<file path="config.mk">
export PLATFORM = sky130hd
export DESIGN_NAME = dgdi_interlock
export DESIGN_NICKNAME = d
export VERILOG_FILES = /design/src/pkg/dgdi_pkg.sv /design/src/hw/dgdi_interlock.sv
export SDC_FILE = /design/constraint.sdc
export NUM_CORES = 1
export LEC_CHECK = 0
export ABC_AREA = 0
export BUFFER_PORTS_ARGS = -buffer_cell sky130_fd_sc_hd__buf_4
export CORE_MARGIN = 1.5
export CORE_UTILIZATION = 40
export CTS_CLUSTER_DIAMETER = 50
export DETAILED_ROUTE_END_ITERATION = 10
export SYNTH_ARGS = -nofsm -noshare
export SYNTH_HDL_FRONTEND = slang
export SYNTH_SLANG_ARGS = --single-unit
</file>
<file path="constraint.sdc">
create_clock -name core_clk -period 6.3 [get_ports core_clk]
set_input_delay 0.315 -clock core_clk [delete_from_list [all_inputs] [get_ports core_clk]]
set_output_delay 0.315 -clock core_clk [all_outputs]
set_load 0.05 [all_outputs]
</file>
<file path="src/pkg/dgdi_pkg.sv">
package dgdi_pkg;
    // clock rate and documented times
    localparam int unsigned DGDI_CLK_HZ = 10_000_000;
    localparam int unsigned DGDI_HOLD_LONG_US = 95_000; // 95 ms, hold pin open
    localparam int unsigned DGDI_HOLD_SHORT_US = 10; // 10 us, hold pin grounded
    localparam int unsigned DGDI_HOLD_LONG_CYC = DGDI_HOLD_LONG_US * (DGDI_CLK_HZ / 1_000_000);
    localparam int unsigned DGDI_HOLD_SHORT_CYC = DGDI_HOLD_SHORT_US * (DGDI_CLK_HZ / 1_000_000);
    // counter widths
    localparam int unsigned DGDI_HOLD_W = 24;
    localparam int unsigned DGDI_GAP_W = 16;
    localparam int unsigned DGDI_DEAD_GAP_DEFAULT = 10;
    // channel indices
    localparam int unsigned DGDI_CH1 = 0;
    localparam int unsigned DGDI_CH2 = 1;
    localparam int unsigned DGDI_NCH = 2;

    // per-channel open-drain fault pin: value driven and its enable
    typedef struct packed {
        logic o;
        logic oe;
    } dgdi_od_type;

    // half-bridge dead gap sequencer states
    typedef enum logic [1:0] {
        DGDI_HB_OFF,
        DGDI_HB_GAP_TO_CH1,
        DGDI_HB_CH1_ON,
        DGDI_HB_GAP_TO_CH2
    } dgdi_hb_type;
endpackage

</file>
<file path="src/hw/dgdi_interlock.sv">
`timescale 1ns/1ps
module dgdi_interlock
    import dgdi_pkg::*;
#(
    parameter logic [DGDI_HOLD_W-1:0] HOLD_LONG_CYC = DGDI_HOLD_W'(DGDI_HOLD_LONG_CYC),
    parameter logic [DGDI_HOLD_W-1:0] HOLD_SHORT_CYC = DGDI_HOLD_W'(DGDI_HOLD_SHORT_CYC)
) (
    input wire logic core_clk, // 10 MHz clock
    input wire logic reset, // async, active high
    input wire logic topology_select, // 1 = direct, 0 = half-bridge
    input wire logic pwm_or_ch1_command, // ch1 command or pwm
    input wire logic ch2_or_enable_command, // ch2 command or enable
    input wire logic hold_time_setting_pin, // 1 = open (long), 0 = grounded (short)
    input wire logic [DGDI_GAP_W-1:0] dead_gap, // dead gap in clock cycles
    input wire logic primary_uv, // primary undervoltage_lockout level
    input wire logic [DGDI_NCH-1:0] secondary_uv, // per-channel secondary undervoltage
    output logic gate_ch1, // gate one on
    output logic gate_ch2, // gate two on
    output dgdi_od_type fault_flag_ch1, // open-drain fault, channel one
    output dgdi_od_type fault_flag_ch2 // open-drain fault, channel two
);
    // hold length picked from the setting pin
    logic [DGDI_HOLD_W-1:0] hold_len;
    assign hold_len = hold_time_setting_pin ? HOLD_LONG_CYC : HOLD_SHORT_CYC;

    // primary lockout: count starts once the fault clears
    logic [DGDI_HOLD_W-1:0] prim_cnt_q, prim_cnt_d;
    logic prim_lock_q, prim_lock_d;
    logic boot_q; // high until the first edge after reset
    // reset starts in lockout with a full count pending
    always_comb begin
        prim_lock_d = prim_lock_q;
        prim_cnt_d = prim_cnt_q;
        if (primary_uv || boot_q) begin
            prim_lock_d = 1'b1;
            prim_cnt_d = hold_len; // held until clear; boot loads the pin's length
        end else if (prim_lock_q) begin
            if (prim_cnt_q <= DGDI_HOLD_W'(1)) begin
                prim_lock_d = 1'b0;
                prim_cnt_d = '0;
            end else begin
                prim_cnt_d = prim_cnt_q - DGDI_HOLD_W'(1);
            end
        end
    end

    always_ff @(posedge core_clk or posedge reset) begin
        if (reset) begin
            prim_lock_q <= 1'b1;
            prim_cnt_q <= '0; // loaded from the hold pin on the first edge
        end else begin
            prim_lock_q <= prim_lock_d;
            prim_cnt_q <= prim_cnt_d;
        end
    end

    // first edge after reset loads the real hold length so the pin is honoured
    always_ff @(posedge core_clk or posedge reset) begin
        if (reset) begin
            boot_q <= 1'b1;
        end else begin
            boot_q <= 1'b0;
        end
    end

    // secondary lockout per channel: count runs from detection
    logic [DGDI_NCH-1:0] sec_lock_q, sec_lock_d, sec_uv_prev_q;
    logic [DGDI_HOLD_W-1:0] sec_cnt_q [DGDI_NCH];
    logic [DGDI_HOLD_W-1:0] sec_cnt_d [DGDI_NCH];
    genvar g;
    generate
        for (g = 0; g < DGDI_NCH; g++) begin : g_sec
            // a fresh detection restarts the count; an already-low supply keeps the gate off
            always_comb begin
                sec_lock_d[g] = sec_lock_q[g];
                sec_cnt_d[g] = sec_cnt_q[g];
                if (secondary_uv[g] && !sec_uv_prev_q[g]) begin
                    sec_lock_d[g] = 1'b1;
                    sec_cnt_d[g] = hold_len;
                end else if (sec_lock_q[g]) begin
                    if (sec_cnt_q[g] <= DGDI_HOLD_W'(1)) begin
                        sec_lock_d[g] = secondary_uv[g]; // stays while still low
                        sec_cnt_d[g] = '0;
                    end else begin
                        sec_cnt_d[g] = sec_cnt_q[g] - DGDI_HOLD_W'(1);
                    end
                end
            end

            always_ff @(posedge core_clk or posedge reset) begin
                if (reset) begin
                    sec_lock_q[g] <= 1'b0;
                    sec_cnt_q[g] <= '0;
                    sec_uv_prev_q[g] <= 1'b0;
                end else begin
                    sec_lock_q[g] <= sec_lock_d[g];
                    sec_cnt_q[g] <= sec_cnt_d[g];
                    sec_uv_prev_q[g] <= secondary_uv[g];
                end
            end
        end
    endgenerate

    // half-bridge sequencer with dead gap counter
    dgdi_hb_type hb_q, hb_d;
    logic [DGDI_GAP_W-1:0] gap_cnt_q, gap_cnt_d;
    logic hb_ch1, hb_ch2;
    logic ch2_on_q, ch2_on_d;
    always_comb begin
        hb_d = hb_q;
        gap_cnt_d = gap_cnt_q;
        if (!ch2_or_enable_command) begin
            hb_d = DGDI_HB_OFF;
            gap_cnt_d = '0;
        end else begin
            case (hb_q)
                DGDI_HB_OFF: begin
                    // enable just rose: apply the gap before whichever gate pwm selects
                    // while ch2 is already on, stay here instead of re-arming a gap
                    if (pwm_or_ch1_command) begin
                        hb_d = DGDI_HB_GAP_TO_CH1;
                        gap_cnt_d = dead_gap;
                    end else if (!ch2_on_q) begin
                        hb_d = DGDI_HB_GAP_TO_CH2;
                        gap_cnt_d = dead_gap;
                    end
                end
                DGDI_HB_GAP_TO_CH1: begin
                    if (!pwm_or_ch1_command) begin
                        hb_d = DGDI_HB_GAP_TO_CH2; // restart gap on reversal
                        gap_cnt_d = dead_gap;
                    end else if (gap_cnt_q <= DGDI_GAP_W'(1)) begin
                        hb_d = DGDI_HB_CH1_ON;
                    end else begin
                        gap_cnt_d = gap_cnt_q - DGDI_GAP_W'(1);
                    end
                end
                DGDI_HB_CH1_ON: begin
                    if (!pwm_or_ch1_command) begin
                        hb_d = DGDI_HB_GAP_TO_CH2; // ch1 off at once
                        gap_cnt_d = dead_gap;
                    end
                end
                DGDI_HB_GAP_TO_CH2: begin
                    if (pwm_or_ch1_command) begin
                        hb_d = DGDI_HB_GAP_TO_CH1; // ch2 off at once
                        gap_cnt_d = dead_gap;
                    end else if (gap_cnt_q <= DGDI_GAP_W'(1)) begin
                        hb_d = DGDI_HB_OFF; // marks ch2 on via gap done below
                        gap_cnt_d = '0;
                    end else begin
                        gap_cnt_d = gap_cnt_q - DGDI_GAP_W'(1);
                    end
                end
                default: begin
                    hb_d = DGDI_HB_OFF;
                    gap_cnt_d = '0;
                end
            endcase
        end
    end

    // ch2 on state: OFF with enable high and gap already spent
    always_comb begin
        ch2_on_d = ch2_on_q;
        if (!ch2_or_enable_command || pwm_or_ch1_command) begin
            ch2_on_d = 1'b0;
        end else if (hb_q == DGDI_HB_GAP_TO_CH2 && gap_cnt_q <= DGDI_GAP_W'(1)) begin
            ch2_on_d = 1'b1;
        end
    end

    always_ff @(posedge core_clk or posedge reset) begin
        if (reset) begin
            hb_q <= DGDI_HB_OFF;
            gap_cnt_q <= '0;
            ch2_on_q <= 1'b0;
        end else begin
            hb_q <= hb_d;
            gap_cnt_q <= gap_cnt_d;
            ch2_on_q <= ch2_on_d;
        end
    end

    // ch2 on keeps OFF from re-arming the gap to ch2 while pwm stays low
    assign hb_ch1 = (hb_q == DGDI_HB_CH1_ON) && pwm_or_ch1_command && ch2_or_enable_command;
    assign hb_ch2 = ch2_on_q && !pwm_or_ch1_command && ch2_or_enable_command;

    // output stage: topology mux and lockout gating, all registered
    logic gate_ch1_d, gate_ch2_d;
    logic [DGDI_NCH-1:0] fault_d;
    logic [DGDI_NCH-1:0] fault_q;
    always_comb begin
        if (topology_select) begin
            gate_ch1_d = pwm_or_ch1_command;
            gate_ch2_d = ch2_or_enable_command;
        end else begin
            gate_ch1_d = hb_ch1;
            gate_ch2_d = hb_ch2;
        end
        // lockouts override commands; next-state used so faults act the same edge
        if (prim_lock_d || sec_lock_d[DGDI_CH1] || boot_q) begin
            gate_ch1_d = 1'b0;
        end
        if (prim_lock_d || sec_lock_d[DGDI_CH2] || boot_q) begin
            gate_ch2_d = 1'b0;
        end
        fault_d[DGDI_CH1] = prim_lock_d || sec_lock_d[DGDI_CH1];
        fault_d[DGDI_CH2] = prim_lock_d || sec_lock_d[DGDI_CH2];
    end

    always_ff @(posedge core_clk or posedge reset) begin
        if (reset) begin
            gate_ch1 <= 1'b0;
            gate_ch2 <= 1'b0;
            fault_q <= '1;
        end else begin
            gate_ch1 <= gate_ch1_d;
            gate_ch2 <= gate_ch2_d;
            fault_q <= fault_d;
        end
    end

    // open drain: drive low only during a fault
    assign fault_flag_ch1 = '{o: 1'b0, oe: fault_q[DGDI_CH1]};
    assign fault_flag_ch2 = '{o: 1'b0, oe: fault_q[DGDI_CH2]};

    // shoot-through guard in half-bridge
    property p_no_overlap;
        @(posedge core_clk) disable iff (reset) !$past(topology_select) |-> !(gate_ch1 && gate_ch2);
    endproperty
    a_no_overlap: assert property (p_no_overlap) else $error("both gates on in half-bridge");

    // gates lag the topology pin by one edge, so the mode is taken from the edge before
    property p_gap_before_ch1;
        @(posedge core_clk) disable iff (reset) (!$past(topology_select) && $rose(gate_ch1)) |-> !$past(gate_ch2);
    endproperty
    a_gap_before_ch1: assert property (p_gap_before_ch1) else $error("gate one on without a gap");

    property p_direct;
        @(posedge core_clk) disable iff (reset)
            (topology_select && !prim_lock_d && !sec_lock_d[0] && !boot_q) |=> gate_ch1 == $past(pwm_or_ch1_command);
    endproperty
    a_direct: assert property (p_direct) else $error("direct gate one wrong");

    property p_enable_off;
        @(posedge core_clk) disable iff (reset) (!topology_select && !ch2_or_enable_command) |=> !gate_ch1 && !gate_ch2;
    endproperty
    a_enable_off: assert property (p_enable_off) else $error("gates on while disabled");

    property p_prim_off;
        @(posedge core_clk) disable iff (reset) primary_uv |=> !gate_ch1 && !gate_ch2 && fault_flag_ch1.oe && fault_flag_ch2.oe;
    endproperty
    a_prim_off: assert property (p_prim_off) else $error("primary lockout not applied");

    property p_prim_hold;
        @(posedge core_clk) disable iff (reset) $fell(primary_uv) |=> fault_flag_ch1.oe [*3];
    endproperty
    a_prim_hold: assert property (p_prim_hold) else $error("fault released too early");

    property p_sec_fault;
        @(posedge core_clk) disable iff (reset) $rose(secondary_uv[1]) |=> fault_flag_ch2.oe && !gate_ch2;
    endproperty
    a_sec_fault: assert property (p_sec_fault) else $error("secondary fault not shown");

    property p_sec_count;
        @(posedge core_clk) disable iff (reset) $rose(secondary_uv[0]) |=> sec_cnt_q[0] == hold_len;
    endproperty
    a_sec_count: assert property (p_sec_count) else $error("hold count not restarted");

    property p_od;
        @(posedge core_clk) disable iff (reset) fault_flag_ch1.o == 1'b0 && fault_flag_ch2.o == 1'b0;
    endproperty
    a_od: assert property (p_od) else $error("fault pin driven high");
endmodule // dgdi_interlock

</file>
==> After elaboration in Yosys (flattened, before gate mapping) <==
Index checks and enable logic that the tools add are counted.
{ "classes": {"order_cmp": 4, "mux": 43, "n_reduce_logical": 24, "eq_ne": 8, "addsub": 4} }
{ "op_table": {"columns": ["operator", "count"], "rows": [
  ["2-to-1 mux 24 bit", 9],
  ["2-to-1 mux 16 bit", 8],
  ["less-or-equal comparator 24 x 1 -> 1 bit, second input constant", 3],
  ["subtractor 24 x 1 -> 24 bit, second input constant", 3],
  ["case mux 16 bit (4 select lines)", 1],
  ["2-to-1 mux 20 bit", 1],
  ["less-or-equal comparator 16 x 1 -> 1 bit, second input constant", 1],
  ["2-to-1 mux 2 bit", 8],
  ["!= test 4 bit, second input constant", 4],
  ["subtractor 16 x 1 -> 16 bit, second input constant", 1],
  ["2-to-1 mux 1 bit", 15],
  ["case mux 2 bit (4 select lines)", 1],
  ["nonzero test 2 bit", 4],
  ["logical AND 1 bit", 7],
  ["logical OR 1 bit", 6],
  ["== test 2 bit, second input constant", 2],
  ["logical NOT 1 bit", 4],
  ["AND reduction 4 bit", 1],
  ["!= test 3 bit, second input constant", 1],
  ["AND reduction 3 bit", 1],
  ["== test 2 x 1 -> 1 bit, second input constant", 1],
  ["logical NOT 2 bit", 1]
]} }
{ "totals": {"wordCells": 98, "input_bits": 25, "output_inout_bits": 6, "regBits": 101} }

==> Logic depth before layout (Yosys ltp) <==
Gate-level depths: netlist (run 1).
{ "logic_depth": {"word_depth": 7, "ltp_mapped": 8, "ltp_nobuf": 7} }

==> Least setup slack after synthesis (run 1) <==
OpenSTA, ideal clock, no wires.
{ "synth_path": {"path_type": "register -> register", "start": "register prim_cnt_q[15]", "end": "register prim_cnt_q[19]", "setup_time_ns": 0.126, "path_buffers": 1, "path_stages_with_launch": 7, "arrival_time_ns": 2.179, "slack_ns": 3.995, "required_ns": 6.174, "synth_period_minus_slack_ns": 2.305, "cell_sequence": "dfrtp_1 > or4_4 > or3_1 > buf_6 > o31a_1 > and3_1 > a311o_1"} }
{ "synth_between": {"elab_chain_len": 4, "word_cells_on_any_way": 5, "classes_between": "1 x add/sub; 1 x order compare; 3 x mux"} }
{ "synth_rtl": {"columns": ["element", "line_no", "text"], "rows": [
  ["from (decl)", "dgdi_interlock.sv:27", "logic [DGDI_HOLD_W-1:0] prim_cnt_q, prim_cnt_d;"],
  ["from (signal assigned)", "dgdi_interlock.sv:53", "prim_cnt_q <= prim_cnt_d;"],
  ["subtractor 24 x 1 -> 24 bit or less-or-equal comparator 24 x 1 -> 1 bit (tied branches)", "dgdi_interlock.sv:42, dgdi_interlock.sv:38", null],
  ["2-to-1 mux 24 bit (*)", "dgdi_interlock.sv:38", "if (prim_cnt_q <= DGDI_HOLD_W'(1)) begin"],
  ["2-to-1 mux 24 bit (*)", "dgdi_interlock.sv:37", "end else if (prim_lock_q) begin"],
  ["2-to-1 mux 24 bit (*)", "dgdi_interlock.sv:34", "if (primary_uv || boot_q) begin"]
]} }
Mark *: on every way between the ends. The rest lies on a longest branch, timed or not. The select of a mux whose other input is x is not followed.
A chain may end at the register's enable or synchronous reset.

==> Worst setup path after layout (run 1) <==
{ "layout_path": {"start": "register sec_cnt_q[13] (netlist bit)", "end": "register sec_cnt_q[11] (netlist bit)"} }
{ "layout_between": {"elab_chain_len": 4} }
{ "layout_rtl": {"columns": ["element", "line_no", "text"], "rows": [
  ["from (decl)", "dgdi_interlock.sv:68", "logic [DGDI_HOLD_W-1:0] sec_cnt_q [DGDI_NCH];"],
  ["from (signal, indexed assignment)", "dgdi_interlock.sv:97", "sec_cnt_q[g] <= sec_cnt_d[g];"],
  ["less-or-equal comparator 24 x 1 -> 1 bit", "dgdi_interlock.sv:81", "if (sec_cnt_q[g] <= DGDI_HOLD_W'(1)) begin"],
  ["2-to-1 mux 24 bit", "dgdi_interlock.sv:81", null],
  ["2-to-1 mux 24 bit", "dgdi_interlock.sv:80", "end else if (sec_lock_q[g]) begin"],
  ["2-to-1 mux 24 bit", "dgdi_interlock.sv:77", "if (secondary_uv[g] && !sec_uv_prev_q[g]) begin"]
]} }
No other way between the ends. The select of a mux whose other input is x is not followed.

==> results.ini, run 1 <==
[setup_path]
worst_setup_path_start_kind=flop
r2r_end=sec_cnt_q[11]$_DFFE_PP0P_
worst-setup-path-type=flop to flop
worst_r2r_setup_slack_ps=3390
worst-r2r-cell-count=5
worst_r2r_src=sec_cnt_q[13]$_DFFE_PP0P_
timing.critical_path.required_ps=6490
crit_arrival_ps=3110
largest_driver_fanout_on_the_critical_path=13
crit_end_element=flop

[yosys]
synth-seq-area-share_pct=43.1
synth_enable_flop_cells=0
synth_top_flop_cell=sky130_fd_sc_hd__dfrtp_1
yosysUniqueCellTypes=72
postSynth.asyncResetShare_pct=100
synth_warnings=0
post_synthesis_average_cell_area_um2=9.15
synthCells=642
mappedNetlistArea_um2=5880
register_bit_total_from_synthesis=101

[outcome]
outcome=completed

[global_route]
initial_antenna_violation_count=0
via_count_of_the_first_global_routing_pass=5033
global_route_wire_length_before_repair_um=25000
maximum_number_of_pins_on_one_net_before_global_route_repair=59
global_route_usage_over_all_layers_pct=19.5
grt_remaining_overflow=0

[clocking]
tritoncts_clock_tree=yes
htree_num_levels=3
tritoncts.num_buffers=9
cts_post_setup_buffers_inserted=0
cts_resized=0
clock_sinks=101
clk-insertion-delay-late_ps=360
cts_buffer_depth=2
cts_hold_buf=0
cts.root.buffer_cell=sky130_fd_sc_hd__clkbuf_16
clkSlewWorstSetupHoldPaths_ps=70

[final_layout]
final_net_count=697
utilization_pct=44.9
final_cell_area_um2=6480
count_of_antenna_diodes_in_the_layout=0
drive_gt1_share_pct=9.94
area.growth.synth_to_final_pct=10.2
filler_cell_count=1396
multiInputGateArea_um2=3140
seq_area_um2=2530

[place]
placed_wire_length_estimate_after_detailed_placement_um=9890
dpl-instance-area_um2=6220
routabilityCongestion=0.829
buffer_ports.inserted=28

[floorplanning]
die-height_um=124
core.rowCount=44
initial_utilization_pct=40.7
top_level_ports=31
die_width_um=124
die-area_um2=15400
coreArea_um2=14400

[job]
total_of_max_cap_violations=0

[power_and_ir_drop]
p_leak_uw=0.00261
peakVddDrop_mv=0.149
power_per_cell_area_nw_per_um2=294

[timing]
clock-skew-final_ps=6.24
final_number_of_hold_violating_endpoints=0
timing.final.crit_share_pct=46.2
report.final.setup_viol=0
maxSlewViolCount=0
achievable_clock_frequency_mhz=343
totalNegativeSetupSlack_ps=0
worst_slew_margin_rel_pct=15.4
finalHoldWorstSlack_ps=19.5
unrepaired_setup_endpoints_after_global_routing=false
post-route-min-period_ps=2910
worst_tran_pin_value_ps=1270

[detailed_routing]
dr_total_vias=5157
route.detailed.drc=0
initialDrtViolationCount=415
drt-vias-per-instance=6.08
wl_um=14400
drt_first_pass_iters=5
drt-wirelength-per-cell_um=17.0
drt.antenna.violating_nets=0

[hold_path]
hold_class=primary input to async pin

[final cells by class]
type / count / share of cell area [%]
Timing Repair Buffer: 30 / 3.48
Sequential cell: 101 / 39.1
Multi-Input combinational cell: 495 / 48.5
Tap cell: 184 / 3.55
Clock inverter: 2 / 0.154
Inverter: 23 / 1.37
Clock buffer: 13 / 3.86
[cell usage after synthesis (all sizes together) (7+ instances only)]
cell type  instances  area [µm²]
o21ai             58         294
or4               11        86.3
ha                12         150
nand4             13        81.3
buf               10        67.6
nor4              24         169
inv               23        86.3
nor2              56         210
a21oi             22         110
nor3              27         156
xnor2             16         140
nand2             45         169
a21o              10        75.1
or3               14        87.6
clkbuf            15        56.3
nand3             28         140
xor2              16         140
nand3b             7        52.6
dfrtp             97        2430
a31oi             14        87.6
[where the power goes]
group	switching, µW	leakage (µW)	internal [µW]
Clock	244	0.000129	276
Combinational	318	0.00123	219
Sequential	108	0.00126	742
Total	671	0.00261	1240
[critical path: stages, from the launching register on]
cell	delay, ps
sky130_fd_sc_hd__dfrtp_1	420
sky130_fd_sc_hd__or4_1	600
sky130_fd_sc_hd__nor4_2	510
sky130_fd_sc_hd__nand3_1	300
sky130_fd_sc_hd__o21ai_1	700
sky130_fd_sc_hd__o21ai_0	220
[placed cells by master (no fill, tap or decap), drive strengths merged, types with 14 or more instances in the layout]
cell type,instances
nand3,28
nor4,24
nor3,27
a31oi,14
o21ai,58
xor2,16
nor2,56
or3,14
buf,30
xnor2,16
inv,23
nand2,45
dfrtp,97
a21oi,22
[routing by layer]
layer	up-vias	share of wire [%]	track usage [%]
met5	-	0	0
met4	0	0.91	4.87
met1	2555	49	27.2
met2	131	46	30.7
li1	2458	-	-
met3	13	4.4	4.70
[registers in the layout, indices dropped and copies added (netlist names)]
name           cells
ch2_on_q           1
sec_lock_q         2
hb_q               2
prim_cnt_q        24
gate_ch1           1
gate_ch2           1
gap_cnt_q         16
sec_uv_prev_q      2
fault_q            2
prim_lock_q        1
sec_cnt_q         48
boot_q             1
[logic make-up (layout without fill, tap and decap cells)]
family	count (synthesis)	in the layout	synth area share, %
buf+inv	48	68	3.58
fa+ha+maj	12	12	2.55
flops	101	101	43.1
mux	2	2	0.362
xor+xnor	32	32	4.77
simple gates	264	264	24.3
other cells	1	3	0.0638
compound gates	182	182	21.2
[metrics by stage]
| stage | total power [µW] | std cells | setup slack [ps] |
|---|---|---|---|
| after floorplan | 1250 | 644 | 3340 |
| after global placement | 1370 | 833 | 3520 |
| after detailed placement | 1390 | 833 | 3410 |
| after CTS | 1920 | 848 | 3410 |
| after global routing | 2040 | 848 | 3110 |
| final | 1910 | 848 | 3390 |
[worst max path at each step]
stage                               from                         to  slack (ps)
2_1_floorplan                      reset       ch2_on_q$_DFFE_PP0P_        3340
3_3_place_gp   sec_cnt_q[13]$_DFFE_PP0P_  sec_cnt_q[14]$_DFFE_PP0P_        3520
3_5_place_dp   sec_cnt_q[13]$_DFFE_PP0P_  sec_cnt_q[12]$_DFFE_PP0P_        3410
4_1_cts        sec_cnt_q[13]$_DFFE_PP0P_  sec_cnt_q[11]$_DFFE_PP0P_        3410
5_1_grt        sec_cnt_q[13]$_DFFE_PP0P_  sec_cnt_q[11]$_DFFE_PP0P_        3110
6_report       sec_cnt_q[13]$_DFFE_PP0P_  sec_cnt_q[11]$_DFFE_PP0P_        3390
Note: power is estimated with default switching activity, not from simulation.
==> inputs of run 2 (changes only) <==
==> constraint.sdc (replaced) <==
create_clock -name core_clk -period 2.45 [get_ports core_clk]
set_input_delay 0.1225 -clock core_clk [delete_from_list [all_inputs] [get_ports core_clk]]
set_output_delay 0.1225 -clock core_clk [all_outputs]
set_load 0.05 [all_outputs]
==> results.ini, run 2 (synthesis gave the netlist of run 1 again) <==
[timing]
timing.final.crit_share_pct=95.4
maxSlewViolCount=0
clock-skew-final_ps=9.82
unrepaired_setup_endpoints_after_global_routing=false
achievable_clock_frequency_mhz=428
worst_tran_pin_value_ps=774
totalNegativeSetupSlack_ps=0
postLayoutSetupSlackWorst_ps=112
worst_slew_margin_rel_pct=48.3
final_number_of_hold_violating_endpoints=0
post-route-min-period_ps=2340
report.final.setup_viol=0

[final_layout]
max_flop_register=sec_cnt_q
final_net_count=744
area.growth.synth_to_final_pct=17.8
utilization_pct=48.0
flip_flop_count_of_the_largest_register_after_layout=48
layoutNonFillerInstCount=896
filler_cell_count=1385
mostFrequentLayoutCells=sky130_fd_sc_hd__dfrtp_1, sky130_fd_sc_hd__buf_4, sky130_fd_sc_hd__nor2_1, sky130_fd_sc_hd__o21ai_0, sky130_fd_sc_hd__nand2_1
most_common_cell_after_layout_fill_and_taps_aside=sky130_fd_sc_hd__dfrtp_1
multiInputGateArea_um2=3180
drive_gt1_share_pct=16.2
seq_area_um2=2530
count_of_antenna_diodes_in_the_layout=0
largest_registers=sec_cnt_q x48, prim_cnt_q x24, gap_cnt_q x16

[clocking]
clkSlewWorstSetupHoldPaths_ps=70
htree_num_levels=3
cts.root.buffer_cell=sky130_fd_sc_hd__clkbuf_16
cts_buffer_depth=2
tritoncts_clock_tree=yes
clk-insertion-delay-late_ps=360
clock_sinks=101
tritoncts.num_buffers=9

[detailed_routing]
dr_wl_met2_um=7100
initialDrtViolationCount=390
dr_total_vias=5263
drt-vias-per-instance=5.87
drt.antenna.violating_nets=0
route.detailed.drc=0
route.top_layer_used=met4
drt-met1-wl_um=7180
drt_first_pass_iters=5
drt-wirelength-per-cell_um=16.7
routed-wl-met3_um=545
wl_um=15000

[global_route]
global_route_wire_length_before_repair_um=25400
maximum_number_of_pins_on_one_net_before_global_route_repair=41
grt_remaining_overflow=0
global_route_usage_over_all_layers_pct=20.0
initial_antenna_violation_count=0
via_count_of_the_first_global_routing_pass=5139

[place]
routabilityCongestion=0.842
placed_cells_incl_taps=868
buffer_ports.inserted=28
detailedPlace.worstSlack_ps=86.3
placed_wire_length_estimate_after_detailed_placement_um=10700

[outcome]
outcome=completed

[setup_path]
timing.critical_path.required_ps=2690
crit_arrival_ps=2570
worst-setup-path-type=flop to flop
worst_setup_path_start_kind=flop
largest_driver_fanout_on_the_critical_path=7
crit_end_element=flop

[power_and_ir_drop]
share_clk_of_total_power_pct=26.8
swShare_pct=35.1
power.combinational.fraction_pct=30.0
power_per_cell_area_nw_per_um2=730
cellInternalPower_uw=3280
p_leak_uw=0.00285
peakVddDrop_mv=0.399
sequentialPowerShare_pct=43.2
p_switching_uw=1780

[job]
total_of_max_cap_violations=0

[floorplanning]
core.rowCount=44
die-height_um=124
initial_utilization_pct=40.7
die-area_um2=15400
die_width_um=124
coreArea_um2=14400
top_level_ports=31

[hold_path]
hold_class=primary input to flop

run 2: cell types whose count changed in the layout (fill, tap and decap cells not counted), sizes merged:
cell and change:
buf +38, clkbuf -1, clkinvlp +3, dlygate4sd3 +9
inv -1
run 2: worst paths after layout:
check	slack (ps)	cells after the start	startpoint	endpoint
max	110	6	prim_cnt_q[16]$_DFFE_PP0P_	prim_cnt_q[6]$_DFFE_PP0P_
min	10	3	dead_gap[12]	gap_cnt_q[12]$_DFFE_PP0P_
max reg2reg	110	6	prim_cnt_q[16]$_DFFE_PP0P_	prim_cnt_q[6]$_DFFE_PP0P_
min reg2reg	480	1	sec_cnt_q[47]$_DFFE_PP0P_	sec_cnt_q[47]$_DFFE_PP0P_
max in group asynchronous	1270	4	reset	sec_cnt_q[5]$_DFFE_PP0P_
min in group asynchronous	470	3	reset	sec_cnt_q[23]$_DFFE_PP0P_
run 2: worst max-delay path, cell delays in order, from the launching register on:
cell and delay, ps:
sky130_fd_sc_hd__dfrtp_1 430, sky130_fd_sc_hd__or4_4 540, sky130_fd_sc_hd__or3_1 390, sky130_fd_sc_hd__nor3_4 280, sky130_fd_sc_hd__buf_4 180, sky130_fd_sc_hd__o21ai_2 60
sky130_fd_sc_hd__a221o_1 350
run 2: area by class of cell:
class | count | area share [%]
well taps | 184 | 3.33
inverters | 23 | 1.30
flip-flops and latches | 101 | 36.6
repair buffers | 77 | 8.86
clock buffers | 12 | 3.56
multi-input cells | 495 | 46.0
clock inverters | 4 | 0.361
run 2: stage by stage:
stage / area (µm²) / power (µW) / hold WS, ps
6_report: 6920 / 5050 / 13.2
5_1_grt: 6920 / 5380 / 17.1
4_1_cts: 6860 / 5070 / 1.57
3_5_place_dp: 6490 / 3680 / 263
3_3_place_gp: 6490 / 3620 / 261
2_1_floorplan: 5890 / 3220 / 154
run 2: metal layers:
layer  track usage (%)  up-vias
li1                  -     2550
met1              27.0     2593
met2              32.6      100
met3              4.57       20
met4              4.94        0
met5                 0        -
run 2: power by group through the flow:
| stage | logic [µW] | registers, µW | clock network (µW) |
|---|---|---|---|
| floorplan | 1090 | 2130 | 0 |
| global placement | 1430 | 2190 | 0 |
| detailed placement | 1480 | 2200 | 0 |
| CTS | 1490 | 2170 | 1400 |
| global route | 1700 | 2220 | 1460 |
| finish | 1520 | 2190 | 1350 |
run 2: timing repair:
item | CTS | global route
gates resized for setup | 0 | 10
endpoints found under the hold margin | 34 | 0
setup buffers | 0 | 3
hold buffers | 9 | 0
endpoints found under the setup margin | 0 | 35
==> inputs of run 3 (changes only) <==
==> constraint.sdc (replaced) <==
create_clock -name core_clk -period 2.37 [get_ports core_clk]
set_input_delay 0.1185 -clock core_clk [delete_from_list [all_inputs] [get_ports core_clk]]
set_output_delay 0.1185 -clock core_clk [all_outputs]
set_load 0.05 [all_outputs]
==> results.ini, run 3 (synthesis gave the netlist of run 1 again) <==
[floorplanning]
die_width_um=124
die-area_um2=15400
initial_utilization_pct=40.7
coreArea_um2=14400
die-height_um=124
top_level_ports=31
core.rowCount=44

[place]
routabilityCongestion=0.837
dpl-instance-area_um2=6570
placed_cells_incl_taps=876
buffer_ports.inserted=28
placed_wire_length_estimate_after_detailed_placement_um=10400

[outcome]
outcome=completed

[detailed_routing]
dr_total_vias=5276
drt-wirelength-per-cell_um=16.3
drt_first_pass_iters=5
drt-vias-per-instance=5.84
initialDrtViolationCount=387
drt.antenna.violating_nets=0
wl_um=14800
route.detailed.drc=0

[final_layout]
area.growth.synth_to_final_pct=19.8
count_of_antenna_diodes_in_the_layout=0
final_net_count=752
most_common_cell_after_layout_fill_and_taps_aside=sky130_fd_sc_hd__dfrtp_1
drive_gt1_share_pct=16.8
layoutNonFillerInstCount=904
mostFrequentLayoutCells=sky130_fd_sc_hd__dfrtp_1, sky130_fd_sc_hd__buf_4, sky130_fd_sc_hd__nor2_1, sky130_fd_sc_hd__o21ai_0, sky130_fd_sc_hd__nand2_1
max_flop_register=sec_cnt_q
filler_cell_count=1349
largest_registers=sec_cnt_q x48, prim_cnt_q x24, gap_cnt_q x16
final_cell_area_um2=7040
flip_flop_count_of_the_largest_register_after_layout=48

[clocking]
cts.root.buffer_cell=sky130_fd_sc_hd__clkbuf_16
clk-insertion-delay-late_ps=360
htree_num_levels=3
clkSlewWorstSetupHoldPaths_ps=70
tritoncts.num_buffers=9
clock_sinks=101
cts_buffer_depth=2
tritoncts_clock_tree=yes

[global_route]
maximum_number_of_pins_on_one_net_before_global_route_repair=45
global_route_wire_length_before_repair_um=25400
initial_antenna_violation_count=0
global_route_usage_over_all_layers_pct=19.8
via_count_of_the_first_global_routing_pass=5258
grt_remaining_overflow=0

[setup_path]
worst_setup_path_start_kind=flop
r2r_end=sec_cnt_q[21]$_DFFE_PP0P_
crit_path_start=sec_cnt_q[3]$_DFFE_PP0P_
worst-r2r-cell-count=5
endpoint=sec_cnt_q[21]$_DFFE_PP0P_
crit_arrival_ps=2490
largest_driver_fanout_on_the_critical_path=8
worst-setup-path-type=flop to flop
worst_r2r_setup_slack_ps=120
worst_r2r_src=sec_cnt_q[3]$_DFFE_PP0P_
timing.critical_path.required_ps=2610
crit_end_element=flop

[power_and_ir_drop]
p_switching_uw=1850
power_per_cell_area_nw_per_um2=764
p_leak_uw=0.00292
share_clk_of_total_power_pct=28.3
swShare_pct=34.4
finalPower_uw=5380
power.combinational.fraction_pct=29.9
sequentialPowerShare_pct=41.8
peakVddDrop_mv=0.425
cellInternalPower_uw=3530

[timing]
achievable_clock_frequency_mhz=444
post-route-min-period_ps=2250
clock-skew-final_ps=6.67
unrepaired_setup_endpoints_after_global_routing=false
report.final.setup_viol=0
timing.final.crit_share_pct=95.0
worst_tran_pin_value_ps=675
totalNegativeSetupSlack_ps=0
worst_slew_margin_rel_pct=54.9
maxSlewViolCount=0
final_number_of_hold_violating_endpoints=0

[hold_path]
hold-path-cell-count=3
hold_class=primary input to flop

[job]
total_of_max_cap_violations=0

run 3: changes by cell type in the layout (fill, tap and decap cells not counted), sizes merged:
| cell | before | now |
|---|---|---|
| buf | 68 | 75 |
| clkinvlp | 3 | 1 |
| bufinv | 0 | 1 |
| dlygate4sd3 | 9 | 10 |
| inv | 22 | 23 |
run 3: worst min path at each step:
| stage | start | slack, ps | end |
|---|---|---|---|
| after global placement | reset | 260 | sec_cnt_q[5]$_DFFE_PP0P_ |
| final | dead_gap[13] | 10 | gap_cnt_q[13]$_DFFE_PP0P_ |
| after detailed placement | reset | 260 | sec_cnt_q[5]$_DFFE_PP0P_ |
| after global routing | dead_gap[13] | 30 | gap_cnt_q[13]$_DFFE_PP0P_ |
| after floorplan | secondary_uv[0] | 150 | sec_uv_prev_q[0]$_DFF_PP0_ |
| after CTS | dead_gap[13] | 7 | gap_cnt_q[13]$_DFFE_PP0P_ |
run 3: timing repair:
action                                  in CTS  in global routing
endpoints found under the setup margin       0                 45
gates resized for setup                      0                 13
hold buffers                                10                  0
endpoints found under the hold margin       34                  0
buffers inserted                             0                  2
run 3: critical path: stages, from the launching register on:
cell and delay (ps):
sky130_fd_sc_hd__dfrtp_1 420, sky130_fd_sc_hd__or4_1 700, sky130_fd_sc_hd__nor4_1 400, sky130_fd_sc_hd__a31oi_2 240, sky130_fd_sc_hd__a21o_1 210, sky130_fd_sc_hd__a22o_1 170
run 3: per-stage QoR:
step / hold slack (ps) / util (%) / worst slack, ps
3_5_place_dp: 263 / 45.5 / 29.0
4_1_cts: 6.61 / 48.3 / 9.15
3_3_place_gp: 261 / 45.5 / 51.2
5_1_grt: 28.5 / 48.8 / 8.94
2_1_floorplan: 150 / - / 65.0
6_report: 10.7 / 48.8 / 119
run 3: per-layer routing:
layer | track usage (%) | wire length [µm]
met1 | 27.4 | 7180
met2 | 31.4 | 6870
met3 | 4.61 | 536
met4 | 5.21 | 169
met5 | 0 | 0
run 3: final cells by class:
class / instances / area, µm² / share of cell area [%]
clock buffers: 12 / 246 / 3.50
clock inverters: 4 / 56.3 / 0.800
inverters: 23 / 90.1 / 1.28
multi-input cells: 495 / 3200 / 45.4
flip-flops and latches: 101 / 2530 / 36.0
well taps: 184 / 230 / 3.27
repair buffers: 85 / 688 / 9.77
run 3: power groups by stage:
stage               sequential, µW  combinational (µW)  clock [µW]
global route                  2290                1800        1630
finish                        2250                1610        1520
detailed placement            2260                1560           0
floorplan                     2200                1130           0
CTS                           2230                1580        1570
global placement              2250                1520           0
